$ cat config.mk
export PLATFORM = sky130hd
export DESIGN_NAME = ila_top
export DESIGN_NICKNAME = d
export VERILOG_FILES = /design/src/pkg/ila_pkg.sv /design/src/rtl/ila_top.sv /design/src/rtl/ila_sync.sv
export VERILOG_INCLUDE_DIRS = /design/src /design/src/pkg
export SDC_FILE = /design/constraint.sdc
export NUM_CORES = 1
export LEC_CHECK = 0
export BUFFER_PORTS_ARGS = -buffer_cell sky130_fd_sc_hd__buf_2
export CAP_MARGIN = 20
export CELL_PAD_IN_SITES_DETAIL_PLACEMENT = 0
export CELL_PAD_IN_SITES_GLOBAL_PLACEMENT = 2
export CORE_MARGIN = 3
export CORE_UTILIZATION = 35
export CTS_BUF_LIST = sky130_fd_sc_hd__clkbuf_4 sky130_fd_sc_hd__clkbuf_8 sky130_fd_sc_hd__clkbuf_16
export DETAILED_ROUTE_END_ITERATION = 8
export MAX_ROUTING_LAYER = met4
export PLACE_DENSITY = 0.81
export SYNTH_ARGS = -nofsm -noshare
export SYNTH_HDL_FRONTEND = slang
export SYNTH_HIERARCHICAL = 1
export SYNTH_SLANG_ARGS = --single-unit
export TNS_END_PERCENT = 5
$ cat constraint.sdc
create_clock -name aclk -period 3.2 [get_ports aclk]
set_input_delay 0.64 -clock aclk [delete_from_list [all_inputs] [get_ports aclk]]
set_output_delay 0.64 -clock aclk [all_outputs]
set_load 0.03 [all_outputs]
$ cat src/pkg/ila_defs.svh
`ifndef ILA_DEFS_SVH
`define ILA_DEFS_SVH

// Register indices; I2C pointer value, AXI byte address is index times four
`define ILA_IDX_RESULT 8'h00
`define ILA_IDX_STATUS 8'h01
`define ILA_IDX_CONFIG 8'h02
`define ILA_IDX_LOW    8'h03
`define ILA_IDX_HIGH   8'h04
`define ILA_IDX_HYST   8'h05
`define ILA_IDX_CTRL   8'h08
`define ILA_IDX_INFO   8'h09

// Field positions
`define ILA_ST_UNDER   0
`define ILA_ST_OVER    1
`define ILA_CF_POL     0
`define ILA_CF_PIN     2
`define ILA_CF_FLAG    3
`define ILA_CF_HOLD    4
`define ILA_CF_MASK    8'h1d
`define ILA_LIM_LSB    4
`define ILA_RES_MSB    15

// Reset values
`define ILA_RST_LOW    8'h00
`define ILA_RST_HIGH   8'hff
`define ILA_RST_HYST   8'h00
`define ILA_RST_CFG    8'h00

// Target addressing; select pins coded 00 ground, 01 floating, 10 supply
`define ILA_SEL_GND    2'h0
`define ILA_SEL_SUP    2'h2
`define ILA_ADDR_FIXED 7'h54
`define ILA_ADDR_HI    5'h14
`define ILA_HS_CODE    5'h01

`define ILA_RESP_OKAY  2'h0
`define ILA_RESP_SLV   2'h2

`endif

$ cat src/pkg/ila_pkg.sv
package ila_pkg;

    typedef enum logic [2:0] {
        ST_IDLE,
        ST_ADDR,
        ST_AACK,
        ST_WR,
        ST_WACK,
        ST_RD,
        ST_RACK
    } ila_state_t;

endpackage : ila_pkg

$ cat src/rtl/ila_top.sv
`timescale 1ns/100ps
`include "ila_defs.svh"
module ila_top
    import ila_pkg::*;
(
    input  wire logic        aclk,
    input  wire logic        aresetn,
    input  wire logic [7:0]  awaddr,
    input  wire logic        awvalid,
    output logic             awready,
    input  wire logic [31:0] wdata,
    input  wire logic [3:0]  wstrb,
    input  wire logic        wvalid,
    output logic             wready,
    output logic [1:0]       bresp,
    output logic             bvalid,
    input  wire logic        bready,
    input  wire logic [7:0]  araddr,
    input  wire logic        arvalid,
    output logic             arready,
    output logic [31:0]      rdata,
    output logic [1:0]       rresp,
    output logic             rvalid,
    input  wire logic        rready,
    input  wire logic        scl_i,
    input  wire logic        sda_i,
    output logic             sda_o,
    output logic             sda_oe,
    input  wire logic [1:0]  addr_select_low,
    input  wire logic [1:0]  addr_select_high,
    input  wire logic        conv_valid,
    input  wire logic [7:0]  conv_data,
    output logic             alert_o
);

    ////////////////////////////////////////////////////////////////////////////
    // State

    ila_state_t  st_q;
    logic [3:0]  cnt_q;
    logic [7:0]  sh_q, ptr_q, upper_q, res_q;
    logic [7:0]  low_q, high_q, hyst_q, cfg_q;
    logic [1:0]  idx_q;
    logic        rw_q, half_q, ack_q, hs_q, fixed_q;
    logic        over_q, under_q, over_d, under_d;
    logic        i2c_we_q;
    logic [15:0] i2c_wd_q, i2c_wm_q;
    logic        wpend_q;
    logic [7:0]  widx_q;
    logic [15:0] wd_q, wm_q;
    logic        scl_p_q, sda_p_q;

    ////////////////////////////////////////////////////////////////////////////
    // Pin synchronisers

    logic [5:0] pins_s;
    logic       scl_s, sda_s;

    ila_sync #(.W(6)) ila_sync_i (
        .aclk    (aclk),
        .aresetn (aresetn),
        .din     ({addr_select_high, addr_select_low, scl_i, sda_i}),
        .rst_val (6'h3f),
        .dout    (pins_s)
    );

    assign scl_s = pins_s[1];
    assign sda_s = pins_s[0];

    wire scl_rise = scl_s & ~scl_p_q;
    wire scl_fall = ~scl_s & scl_p_q;
    wire start_ev = scl_s & scl_p_q & sda_p_q & ~sda_s;
    wire stop_ev  = scl_s & scl_p_q & ~sda_p_q & sda_s;

    ////////////////////////////////////////////////////////////////////////////
    // Target address

    function automatic logic [1:0] sel_map(input logic [1:0] code);
        // Floating is the zero offset, so an open pin picks the base
        sel_map = (code == `ILA_SEL_GND) ? 2'h1 : (code == `ILA_SEL_SUP) ? 2'h2 : 2'h0;
    endfunction : sel_map

    wire [4:0] addr_hi  = `ILA_ADDR_HI + {3'h0, sel_map(pins_s[5:4])};
    wire [6:0] my_addr  = fixed_q ? `ILA_ADDR_FIXED
                                  : {addr_hi, sel_map(pins_s[3:2])};
    wire       addr_hit = (sh_q[7:1] == my_addr);
    wire       hs_code  = (sh_q[7:3] == `ILA_HS_CODE);

    ////////////////////////////////////////////////////////////////////////////
    // Register map

    wire alert_cond = over_q | under_q;

    function automatic logic reg_hit(input logic [7:0] i);
        reg_hit = (i <= `ILA_IDX_HYST) || (i == `ILA_IDX_CTRL) || (i == `ILA_IDX_INFO);
    endfunction : reg_hit

    function automatic logic one_byte(input logic [7:0] i);
        one_byte = (i == `ILA_IDX_STATUS) || (i == `ILA_IDX_CONFIG) || (i == `ILA_IDX_CTRL);
    endfunction : one_byte

    function automatic logic [15:0] rd_val(input logic [7:0] i);
        rd_val = 16'h0000;
        unique case (i)
            `ILA_IDX_RESULT: rd_val = {cfg_q[`ILA_CF_FLAG] & alert_cond,
                                       3'h0, res_q, 4'h0};
            `ILA_IDX_STATUS: rd_val = {14'h0, over_q, under_q};
            `ILA_IDX_CONFIG: rd_val = {8'h00, cfg_q};
            `ILA_IDX_LOW:    rd_val = {4'h0, low_q, 4'h0};
            `ILA_IDX_HIGH:   rd_val = {4'h0, high_q, 4'h0};
            `ILA_IDX_HYST:   rd_val = {4'h0, hyst_q, 4'h0};
            `ILA_IDX_CTRL:   rd_val = {15'h0, fixed_q};
            `ILA_IDX_INFO:   rd_val = {hs_q, ptr_q, my_addr};
            default:         rd_val = 16'h0000;
        endcase
    endfunction : rd_val

    // Procedural, so a register change reaches the read path without a pointer change
    logic [15:0] ptr_val;
    always_comb ptr_val = rd_val(ptr_q);
    wire [7:0]  tx_up   = one_byte(ptr_q) ? ptr_val[7:0] : ptr_val[15:8];
    wire [7:0]  tx_lo   = ptr_val[7:0];

    ////////////////////////////////////////////////////////////////////////////
    // Shared write port; I2C has the port, an AXI write waits one cycle

    wire        wp_en   = i2c_we_q | wpend_q;
    wire [7:0]  wp_idx  = i2c_we_q ? ptr_q : widx_q;
    wire [15:0] wp_mask = i2c_we_q ? i2c_wm_q : wm_q;
    wire [15:0] wp_raw  = (i2c_we_q ? i2c_wd_q : wd_q) & wp_mask;
    logic [15:0] wp_old;
    always_comb wp_old = rd_val(wp_idx);
    wire [15:0] wp_eff  = wp_raw | (wp_old & ~wp_mask);
    wire        st_wr   = wp_en && (wp_idx == `ILA_IDX_STATUS);
    wire        clr_ov  = st_wr & wp_raw[`ILA_ST_OVER];
    wire        clr_un  = st_wr & wp_raw[`ILA_ST_UNDER];

    always_ff @(posedge aclk)
    begin
        if (!aresetn)
        begin
            cfg_q   <= `ILA_RST_CFG;
            low_q   <= `ILA_RST_LOW;
            high_q  <= `ILA_RST_HIGH;
            hyst_q  <= `ILA_RST_HYST;
            fixed_q <= 1'b0;
        end
        else if (wp_en)
        begin
            unique case (wp_idx)
                `ILA_IDX_CONFIG: cfg_q   <= wp_eff[7:0] & `ILA_CF_MASK;
                `ILA_IDX_LOW:    low_q   <= wp_eff[11:4];
                `ILA_IDX_HIGH:   high_q  <= wp_eff[11:4];
                `ILA_IDX_HYST:   hyst_q  <= wp_eff[11:4];
                `ILA_IDX_CTRL:   fixed_q <= wp_eff[0];
                default:         ;
            endcase
        end
    end

    ////////////////////////////////////////////////////////////////////////////
    // Limit comparison; flags set or release only when a conversion completes, and clear on a status write

    wire       hold    = cfg_q[`ILA_CF_HOLD];
    wire       above   = conv_data > high_q;
    wire       below   = conv_data < low_q;
    wire       ov_rel  = ({1'b0, conv_data} + {1'b0, hyst_q}) < {1'b0, high_q};
    wire       un_rel  = {1'b0, conv_data} > ({1'b0, low_q} + {1'b0, hyst_q});

    always_comb
    begin
        over_d  = over_q & ~clr_ov;
        under_d = under_q & ~clr_un;
        // Set after clear, so a violating sample in the clear cycle survives
        if (conv_valid)
        begin
            if (above)
                over_d = 1'b1;
            else if (!hold && ov_rel)
                over_d = 1'b0;
            if (below)
                under_d = 1'b1;
            else if (!hold && un_rel)
                under_d = 1'b0;
        end
    end

    always_ff @(posedge aclk)
    begin
        if (!aresetn)
        begin
            over_q  <= 1'b0;
            under_q <= 1'b0;
            res_q   <= 8'h00;
            alert_o <= 1'b1;
        end
        else
        begin
            over_q  <= over_d;
            under_q <= under_d;
            if (conv_valid)
                res_q <= conv_data;
            alert_o <= (cfg_q[`ILA_CF_PIN] && alert_cond) ? cfg_q[`ILA_CF_POL]
                                                          : ~cfg_q[`ILA_CF_POL];
        end
    end

    ////////////////////////////////////////////////////////////////////////////
    // Two-wire target

    always_ff @(posedge aclk)
    begin
        if (!aresetn)
        begin
            st_q <= ST_IDLE;  cnt_q <= 4'h0;  sh_q <= 8'h00;  ptr_q <= 8'h00;
            upper_q <= 8'h00; idx_q <= 2'h0;  rw_q <= 1'b0;   half_q <= 1'b0;
            ack_q <= 1'b0;    hs_q <= 1'b0;   sda_oe <= 1'b0; sda_o <= 1'b0;
            i2c_we_q <= 1'b0; i2c_wd_q <= 16'h0000; i2c_wm_q <= 16'h0000;
            scl_p_q <= 1'b1;  sda_p_q <= 1'b1;
        end
        else
        begin
            scl_p_q  <= scl_s;
            sda_p_q  <= sda_s;
            i2c_we_q <= 1'b0;
            if (stop_ev)
            begin
                st_q   <= ST_IDLE;
                hs_q   <= 1'b0;
                sda_oe <= 1'b0;
            end
            else if (start_ev)
            begin
                // Restart keeps hs_q, so a high-speed session survives it
                st_q   <= ST_ADDR;
                cnt_q  <= 4'h0;
                sda_oe <= 1'b0;
            end
            else if (scl_rise)
            begin
                cnt_q <= cnt_q + 4'h1;
                if (st_q == ST_ADDR || st_q == ST_WR)
                    sh_q <= {sh_q[6:0], sda_s};
                if (st_q == ST_RACK)
                    ack_q <= ~sda_s;
            end
            else if (scl_fall)
            begin
                unique case (st_q)
                    ST_IDLE: ;
                    ST_ADDR:
                        if (cnt_q == 4'h8)
                        begin
                            cnt_q <= 4'h0;
                            if (addr_hit)
                            begin
                                sda_oe <= 1'b1;
                                rw_q   <= sh_q[0];
                                st_q   <= ST_AACK;
                            end
                            else
                            begin
                                // Master code or foreign address: stay released
                                hs_q <= hs_q | hs_code;
                                st_q <= ST_IDLE;
                            end
                        end
                    ST_AACK:
                    begin
                        cnt_q <= 4'h0;
                        if (rw_q)
                        begin
                            sda_oe <= ~tx_up[7];
                            sh_q   <= {tx_up[6:0], 1'b0};
                            half_q <= 1'b0;
                            st_q   <= ST_RD;
                        end
                        else
                        begin
                            sda_oe <= 1'b0;
                            idx_q  <= 2'h0;
                            st_q   <= ST_WR;
                        end
                    end
                    ST_WR:
                        if (cnt_q == 4'h8)
                        begin
                            sda_oe <= 1'b1;
                            cnt_q  <= 4'h0;
                            st_q   <= ST_WACK;
                            unique case (idx_q)
                                2'h0:
                                begin
                                    ptr_q <= sh_q;
                                    idx_q <= 2'h1;
                                end
                                2'h1:
                                begin
                                    upper_q <= sh_q;
                                    idx_q   <= 2'h2;
                                    if (one_byte(ptr_q))
                                    begin
                                        i2c_we_q <= 1'b1;
                                        i2c_wd_q <= {8'h00, sh_q};
                                        i2c_wm_q <= 16'h00ff;
                                    end
                                end
                                default:
                                begin
                                    // Further pairs rewrite the same register
                                    idx_q    <= 2'h1;
                                    i2c_we_q <= ~one_byte(ptr_q);
                                    i2c_wd_q <= {upper_q, sh_q};
                                    i2c_wm_q <= 16'hffff;
                                end
                            endcase
                        end
                    ST_WACK:
                    begin
                        sda_oe <= 1'b0;
                        cnt_q  <= 4'h0;
                        st_q   <= ST_WR;
                    end
                    ST_RD:
                        if (cnt_q == 4'h8)
                        begin
                            sda_oe <= 1'b0;
                            cnt_q  <= 4'h0;
                            st_q   <= ST_RACK;
                        end
                        else
                        begin
                            sda_oe <= ~sh_q[7];
                            sh_q   <= {sh_q[6:0], 1'b0};
                        end
                    ST_RACK:
                    begin
                        cnt_q <= 4'h0;
                        if (ack_q)
                        begin
                            // Upper and lower alternate; data sampled per byte
                            sda_oe <= half_q ? ~tx_up[7] : ~tx_lo[7];
                            sh_q   <= half_q ? {tx_up[6:0], 1'b0} : {tx_lo[6:0], 1'b0};
                            half_q <= ~half_q;
                            st_q   <= ST_RD;
                        end
                        else
                            st_q <= ST_IDLE;
                    end
                endcase
            end
        end
    end

    ////////////////////////////////////////////////////////////////////////////
    // AXI4-Lite slave

    wire aw_go = awvalid & wvalid & ~awready & ~bvalid & ~wpend_q;
    wire w_hs  = awready & awvalid & wvalid;
    wire ar_hs = arready & arvalid;

    always_ff @(posedge aclk)
    begin
        if (!aresetn)
        begin
            awready <= 1'b0;  wready <= 1'b0;   bvalid <= 1'b0;
            bresp <= `ILA_RESP_OKAY;            wpend_q <= 1'b0;
            widx_q <= 8'h00;  wd_q <= 16'h0000; wm_q <= 16'h0000;
            arready <= 1'b0;  rvalid <= 1'b0;   rdata <= 32'h0;
            rresp <= `ILA_RESP_OKAY;
        end
        else
        begin
            awready <= aw_go;
            wready  <= aw_go;
            if (w_hs)
            begin
                wpend_q <= 1'b1;
                widx_q  <= {2'h0, awaddr[7:2]};
                wd_q    <= wdata[15:0];
                wm_q    <= {{8{wstrb[1]}}, {8{wstrb[0]}}};
            end
            if (wpend_q && !i2c_we_q)
            begin
                wpend_q <= 1'b0;
                bvalid  <= 1'b1;
                bresp   <= reg_hit(widx_q) ? `ILA_RESP_OKAY : `ILA_RESP_SLV;
            end
            else if (bvalid && bready)
                bvalid <= 1'b0;
            arready <= arvalid & ~arready & ~rvalid;
            if (ar_hs)
            begin
                rvalid <= 1'b1;
                rdata  <= {16'h0000, rd_val({2'h0, araddr[7:2]})};
                rresp  <= reg_hit({2'h0, araddr[7:2]}) ? `ILA_RESP_OKAY : `ILA_RESP_SLV;
            end
            else if (rvalid && rready)
                rvalid <= 1'b0;
        end
    end

    wire addr_done = (st_q == ST_ADDR) && scl_fall && (cnt_q == 4'h8) && !start_ev && !stop_ev;
endmodule : ila_top

$ cat src/rtl/ila_sync.sv
`timescale 1ns/100ps
// Two-stage synchroniser for pins from outside the aclk domain
module ila_sync
#(
    parameter int W = 1
)
(
    input  wire logic         aclk,
    input  wire logic         aresetn,
    input  wire logic [W-1:0] din,
    input  wire logic [W-1:0] rst_val,
    output logic      [W-1:0] dout
);

    logic [W-1:0] meta_q;

    always_ff @(posedge aclk)
    begin
        if (!aresetn)
        begin
            meta_q <= rst_val;
            dout   <= rst_val;
        end
        else
        begin
            meta_q <= din;
            dout   <= meta_q;
        end
    end

endmodule : ila_sync

==> results of run 1 <==
[sequential cells by signal, summed over array words and instances (netlist names), 2 cells and up]
register / flops
rdata: 16
i2c_wd_q: 12
wd_q: 12
high_q: 8
hyst_q: 8
low_q: 8
ptr_q: 8
res_q: 8
sh_q: 8
ila_sync_i/dout: 6
ila_sync_i/meta_q: 6
widx_q: 6
cfg_q: 4
cnt_q: 4
upper_q: 4
st_q: 3
i2c_wm_q: 2
idx_q: 2
wm_q: 2
[area by class of cell]
cell class | count | share of cell area [%]
Inverter | 42 | 1.49
Multi-Input combinational cell | 906 | 54.8
Clock buffer | 17 | 4.02
Clock inverter | 15 | 1.53
Timing Repair Buffer | 115 | 6.58
Sequential cell | 146 | 27.6
Tap cell | 330 | 3.90
[through the flow]
stage	TNS [ns]	instances	instance area, um^2	hold WS, ns
2_1_floorplan	0	1181	9310	0.432
3_3_place_gp	0	1539	9990	0.437
3_5_place_dp	-0.0405	1539	9990	0.442
4_1_cts	0	1571	10600	0.410
5_1_grt	0	1571	10600	0.413
6_report	0	1571	10600	0.424
[cells by family (layout without fill, tap and decap cells)]
kind of cell | after synthesis | in the layout | synth area share (%)
other | 2 | 31 | 0.0816
adders and majority gates | 55 | 55 | 7.61
xor gates and xnor gates | 13 | 13 | 1.24
buffers and inverters | 129 | 189 | 6.44
DFF | 146 | 146 | 31.8
muxes | 43 | 43 | 5.40
AOI/OAI and AO/OA | 358 | 358 | 25.4
and+or+nand+nor | 406 | 406 | 22.1
[metal layers]
layer	part of all wire [%]	global-route usage (%)	vias to the layer above
met5	0	-	-
met4	1.7	5.87	0
li1	-	-	4317
met2	47	35.8	264
met1	47	30.6	4220
met3	4.8	3.10	44
[cells in the mapped netlist (8+ instances only)]
library cell  count  area share, %
nand3_1          39            2.1
dfxtp_1         146             32
o32ai_1          10           0.95
ha_1             52            7.1
a32oi_1          10           0.95
clkbuf_1         36            1.5
a22o_1           12            1.1
nand2_1         146            6.0
a21o_1            9           0.73
inv_1            41            1.7
buf_1            11           0.45
nor2b_1          23            1.6
o22ai_1           8           0.54
buf_2            18           0.98
mux2i_1          20            2.2
nand2b_1         19            1.3
a22oi_1          21            1.7
a211oi_1         10           0.82
o21a_1            9           0.73
nor3_1           19            1.0
a21oi_1          95            5.2
nor2_1           80            3.3
o21ai_0          90            4.9
mux2_2           13            1.6
a31oi_1          18            1.2
buf_4            21            1.7
mux2_4           10            1.6
a221oi_1          8           0.76
[report_power, final]
group	total [mW]	leakage, nW	internal (mW)	switching [mW]
clock	2.00	0.281	1.04	0.953
sequential	1.89	1.19	1.85	0.0435
combinational	0.389	2.61	0.146	0.243
total	4.28	4.08	3.04	1.24
[path summary, 6_finish.rpt]
| check | startpoint | endpoint | cells after the start |
|---|---|---|---|
| worst max-delay path | hyst_q[0] | under_q | 15 |
| worst min-delay path | scl_i | ila_sync_i/meta_q[1] | 2 |
| worst max register to register | hyst_q[0] | under_q | 15 |
| worst min register to register | rdata[5] | rdata[5] | 2 |
[timing repair]
item                       CTS  global route
hold buffers                 0             0
setup endpoints to repair    0             1
gates resized for setup      0             3
==> impl_metrics.tcl, run 1 <==
set metrics [dict create \
    cts.path.max_buffers 2 \
    pin_count 118 \
    cts.sink_count 146 \
    cts_tree "done" \
    overflow 0 \
    route.detailed.drc 0 \
    dpl.hpwl_mm 23.5 \
    cpPeakStageDelay_ns 0.39 \
    final_common_cell "nand2_1" \
    final_cell_mix "146 x nand2_1, 144 x dfxtp_1, 95 x a21oi_1" \
    syn-mean-instance-area_um2 7.99 \
    dr.pass1.iters 5 \
    ir_worst_vdd_uv 245 \
    hold_path_class "input pin to flip-flop" \
    clk_pin_slew_ns 0.07 \
    grtUsageTotal_pct 22.6 \
    routed_wirelength_mm 31.3 \
    maxSlewViolCount 0 \
    ys_ff_latch 146 \
    num-fill-cells 2688 \
    ys_warn_count 6 \
    die_h_um 168 \
    synth-main-ff-cell "dfxtp_1" \
    antenna_left 0 \
    period_share_pct 91.8 \
    h-tree-depth 4 \
    core_area_mm2 0.0255 \
    setup_viol 0 \
    layout_setup_ws_ns 0.262 \
    place_congestion 0.894 \
    path_max_fanout 3 \
    final-seq-area_mm2 0.00293 \
    detail_route.iter0.violations 687 \
    ys_seq_area_share_pct 31.8 \
    ys_types 84 \
    diodes 0 \
    critPathTopFamily "adder cells" \
    fp.dieArea_mm2 0.0283 \
    portBuffers 72 \
    final_layout_size_suffix_gt1_share_pct 16.2 \
    syn_inst 1152 \
    skew_ns 0.0128 \
    nets 1356 \
    multi_input_area_mm2 0.00580 \
    grt_first_pass_wirelength_mm 48.8 \
    antenna_found_initial 0 \
    netlist_area_mm2 0.00920 \
    grt_pass1_vias 8209 \
    outcome "completed" \
    numCtsBuffers 17 \
    leakage_nw 4.08 \
    fin_util_pct 41.4 \
    setup.worst_path.end_class "flip-flop" \
    routed_via_density 5.63 \
    hold_violations 0 \
    rsz0062_at_grt "no" \
    die_w_um 168 \
    dp_worst_setup_slack_ns -0.0405 \
    vias 8845 \
    critPathLaunchType "flip-flop" \
    clk-insertion-delay-late_ns 0.44 \
    post_cts_buffers 0 \
    total_power_mw 4.28 \
    grt_max_degree 75 \
    cp_cell_sequence "ha_1 > inv_1 > fa_1 > nor2b_1 > o21a_1 > o21ai_0 > nand2b_1 > a21oi_1 > xor2_1 > ha_1 > nand3_1 > a211oi_2 > a211oi_1 > nor3_1 > o32ai_1" \
    area_growth_pct 15.0 \
    synth_async_sr_flop_share_pct 0 \
    layout_min_cycle_time_ns 2.94 \
    synth_edf_count 0 \
    path_buf_inv 1 \
    post_drt_wl_per_cell_um 19.9 \
    reg2reg_slack_ns 0.26 \
    rows 58 \
    critPathKind "flip-flop to flip-flop" \
    root_buffer "clkbuf_16" \
    worst_slew_pin_slew_ns 1.14 \
    drv_cap 0 \
    power_density_mw_per_mm2 404 \
    crit_required_ns 3.51 \
    fmax_mhz 340 \
    max-slew-margin-rel_pct 22.9 \
    cp_common_cell "ha_1" \
    initial_core_util_pct 36.0 \
    arrival_ns 3.25 \
    cp_slowest_cell "fa_1" \
]
Power figures use the tool's default switching activity.
==> run 2, diff against run 1 <==
CAP_MARGIN = 25   (was 20)
PLACE_DENSITY = not set   (was 0.81)
PLACE_DENSITY_LB_ADDON = 0.05   (was not set)
==> impl_metrics.tcl, run 2 (synthesis gave the netlist of run 1 again) <==
set metrics [dict create \
    outcome "completed" \
    arrival_ns 3.17 \
    rows 58 \
    worst_slew_pin_slew_ns 0.883 \
    hold_path_class "input pin to flip-flop" \
    grtUsageTotal_pct 23.7 \
    rsz0062_at_grt "no" \
    maxSlewViolCount 0 \
    grt_first_pass_wirelength_mm 50.2 \
    design_area_mm2 0.0107 \
    cts.path.max_buffers 2 \
    die_w_um 168 \
    dpl.hpwl_mm 24.9 \
    area_growth_pct 15.9 \
    final_layout_size_suffix_gt1_share_pct 16.6 \
    root_buffer "clkbuf_16" \
    numCtsBuffers 17 \
    leakage_nw 4.14 \
    fin_util_pct 41.7 \
    post_drt_wl_per_cell_um 20.8 \
    route.detailed.drc 0 \
    routed_wirelength_mm 32.9 \
    final_cells 1577 \
    crit_required_ns 3.48 \
    hold_violations 0 \
    pin_count 118 \
    detail_route.iter0.violations 720 \
    drv_cap 0 \
    regMostFlops "rdata" \
    post_cts_buffers 0 \
    setup.worst_path.end_class "flip-flop" \
    place_congestion 0.893 \
    die_h_um 168 \
    vias 8746 \
    routed_via_density 5.55 \
    cts_tree "done" \
    max-slew-margin-rel_pct 40.5 \
    ir_worst_vdd_uv 229 \
    setup_viol 0 \
    antenna_left 0 \
    fp.dieArea_mm2 0.0283 \
    portBuffers 72 \
    dr.pass1.iters 6 \
    fmax_mhz 345 \
    final_cell_mix "146 x nand2_1, 146 x dfxtp_1, 95 x a21oi_1" \
    path_max_fanout 3 \
    fin_tns_setup_ns 0 \
    skew_ns 0.0172 \
    reg2reg_slack_ns 0.31 \
    total_power_mw 4.45 \
    grt_pass1_vias 8264 \
    overflow 0 \
    diodes 0 \
    placed_area_mm2 0.0100 \
    antenna_found_initial 0 \
    h-tree-depth 4 \
    clk_pin_slew_ns 0.08 \
    dp_cells 1546 \
    core_area_mm2 0.0255 \
    grt_max_degree 65 \
    critPathLaunchType "flip-flop" \
    num-fill-cells 2712 \
    reg_top3 "rdata x16, i2c_wd_q x12, wd_q x12" \
    layout_min_cycle_time_ns 2.89 \
    power_density_mw_per_mm2 417 \
    nets 1363 \
    initial_core_util_pct 36.0 \
    period_share_pct 90.5 \
    largest_register_ffs 16 \
    critPathKind "flip-flop to flip-flop" \
    cts.sink_count 146 \
    clk-insertion-delay-late_ns 0.44 \
]
## run 2: layer usage
metal	share of wire, %	GRT usage [%]	wire length [um]
met3	5.0	4.70	1660
met5	0	-	0
met4	1.9	6.08	631
met2	46	37.4	15200
met1	47	31.2	15300
## run 2: cell type report
cell class / instances / area (um^2) / area share, %
clock buffer: 17 / 425 / 3.99
inverter: 42 / 158 / 1.48
tap: 330 / 413 / 3.87
clock inverter: 14 / 191 / 1.80
multi-input combinational: 906 / 5810 / 54.5
timing repair buffer: 122 / 739 / 6.93
sequential: 146 / 2920 / 27.4
## run 2: path summary, 6_finish.rpt
check / startpoint / endpoint / cells after the start
max: hyst_q[0] / over_q / 14
min: scl_i / ila_sync_i/meta_q[1] / 2
max reg2reg: hyst_q[0] / over_q / 14
min reg2reg: rdata[7] / rdata[7] / 2
## run 2: power by group
part           internal [mW]  switching [mW]
sequential              1.85          0.0447
clock                   1.25           0.914
combinational          0.144           0.244
## run 2: worst max-delay path, cell delays in order, from the launching register on
cell and delay, ns:
dfxtp_1 0.40, ha_1 0.20, inv_1 0.05, fa_1 0.39
nor2b_1 0.13, o21a_1 0.14, o21a_1 0.17, o21a_1 0.12
nor2_1 0.04, xnor2_1 0.12, ha_1 0.29, a21oi_1 0.14
o21ai_0 0.11, a221oi_1 0.31, o32ai_1 0.13
## run 2: metrics by stage
| step | hold WS [ns] | setup WS (ns) |
|---|---|---|
| after global placement | 0.433 | -0.0440 |
| after CTS | 0.405 | 0.114 |
| final | 0.417 | 0.305 |
| after floorplan | 0.432 | 0.337 |
| after global routing | 0.413 | 0.0392 |
| after detailed placement | 0.440 | -0.0473 |
## run 2: timing repair
| action | in CTS | in global routing |
|---|---|---|
| hold buffers | 0 | 0 |
| setup endpoints to repair | 0 | 1 |
| resized for setup | 0 | 3 |
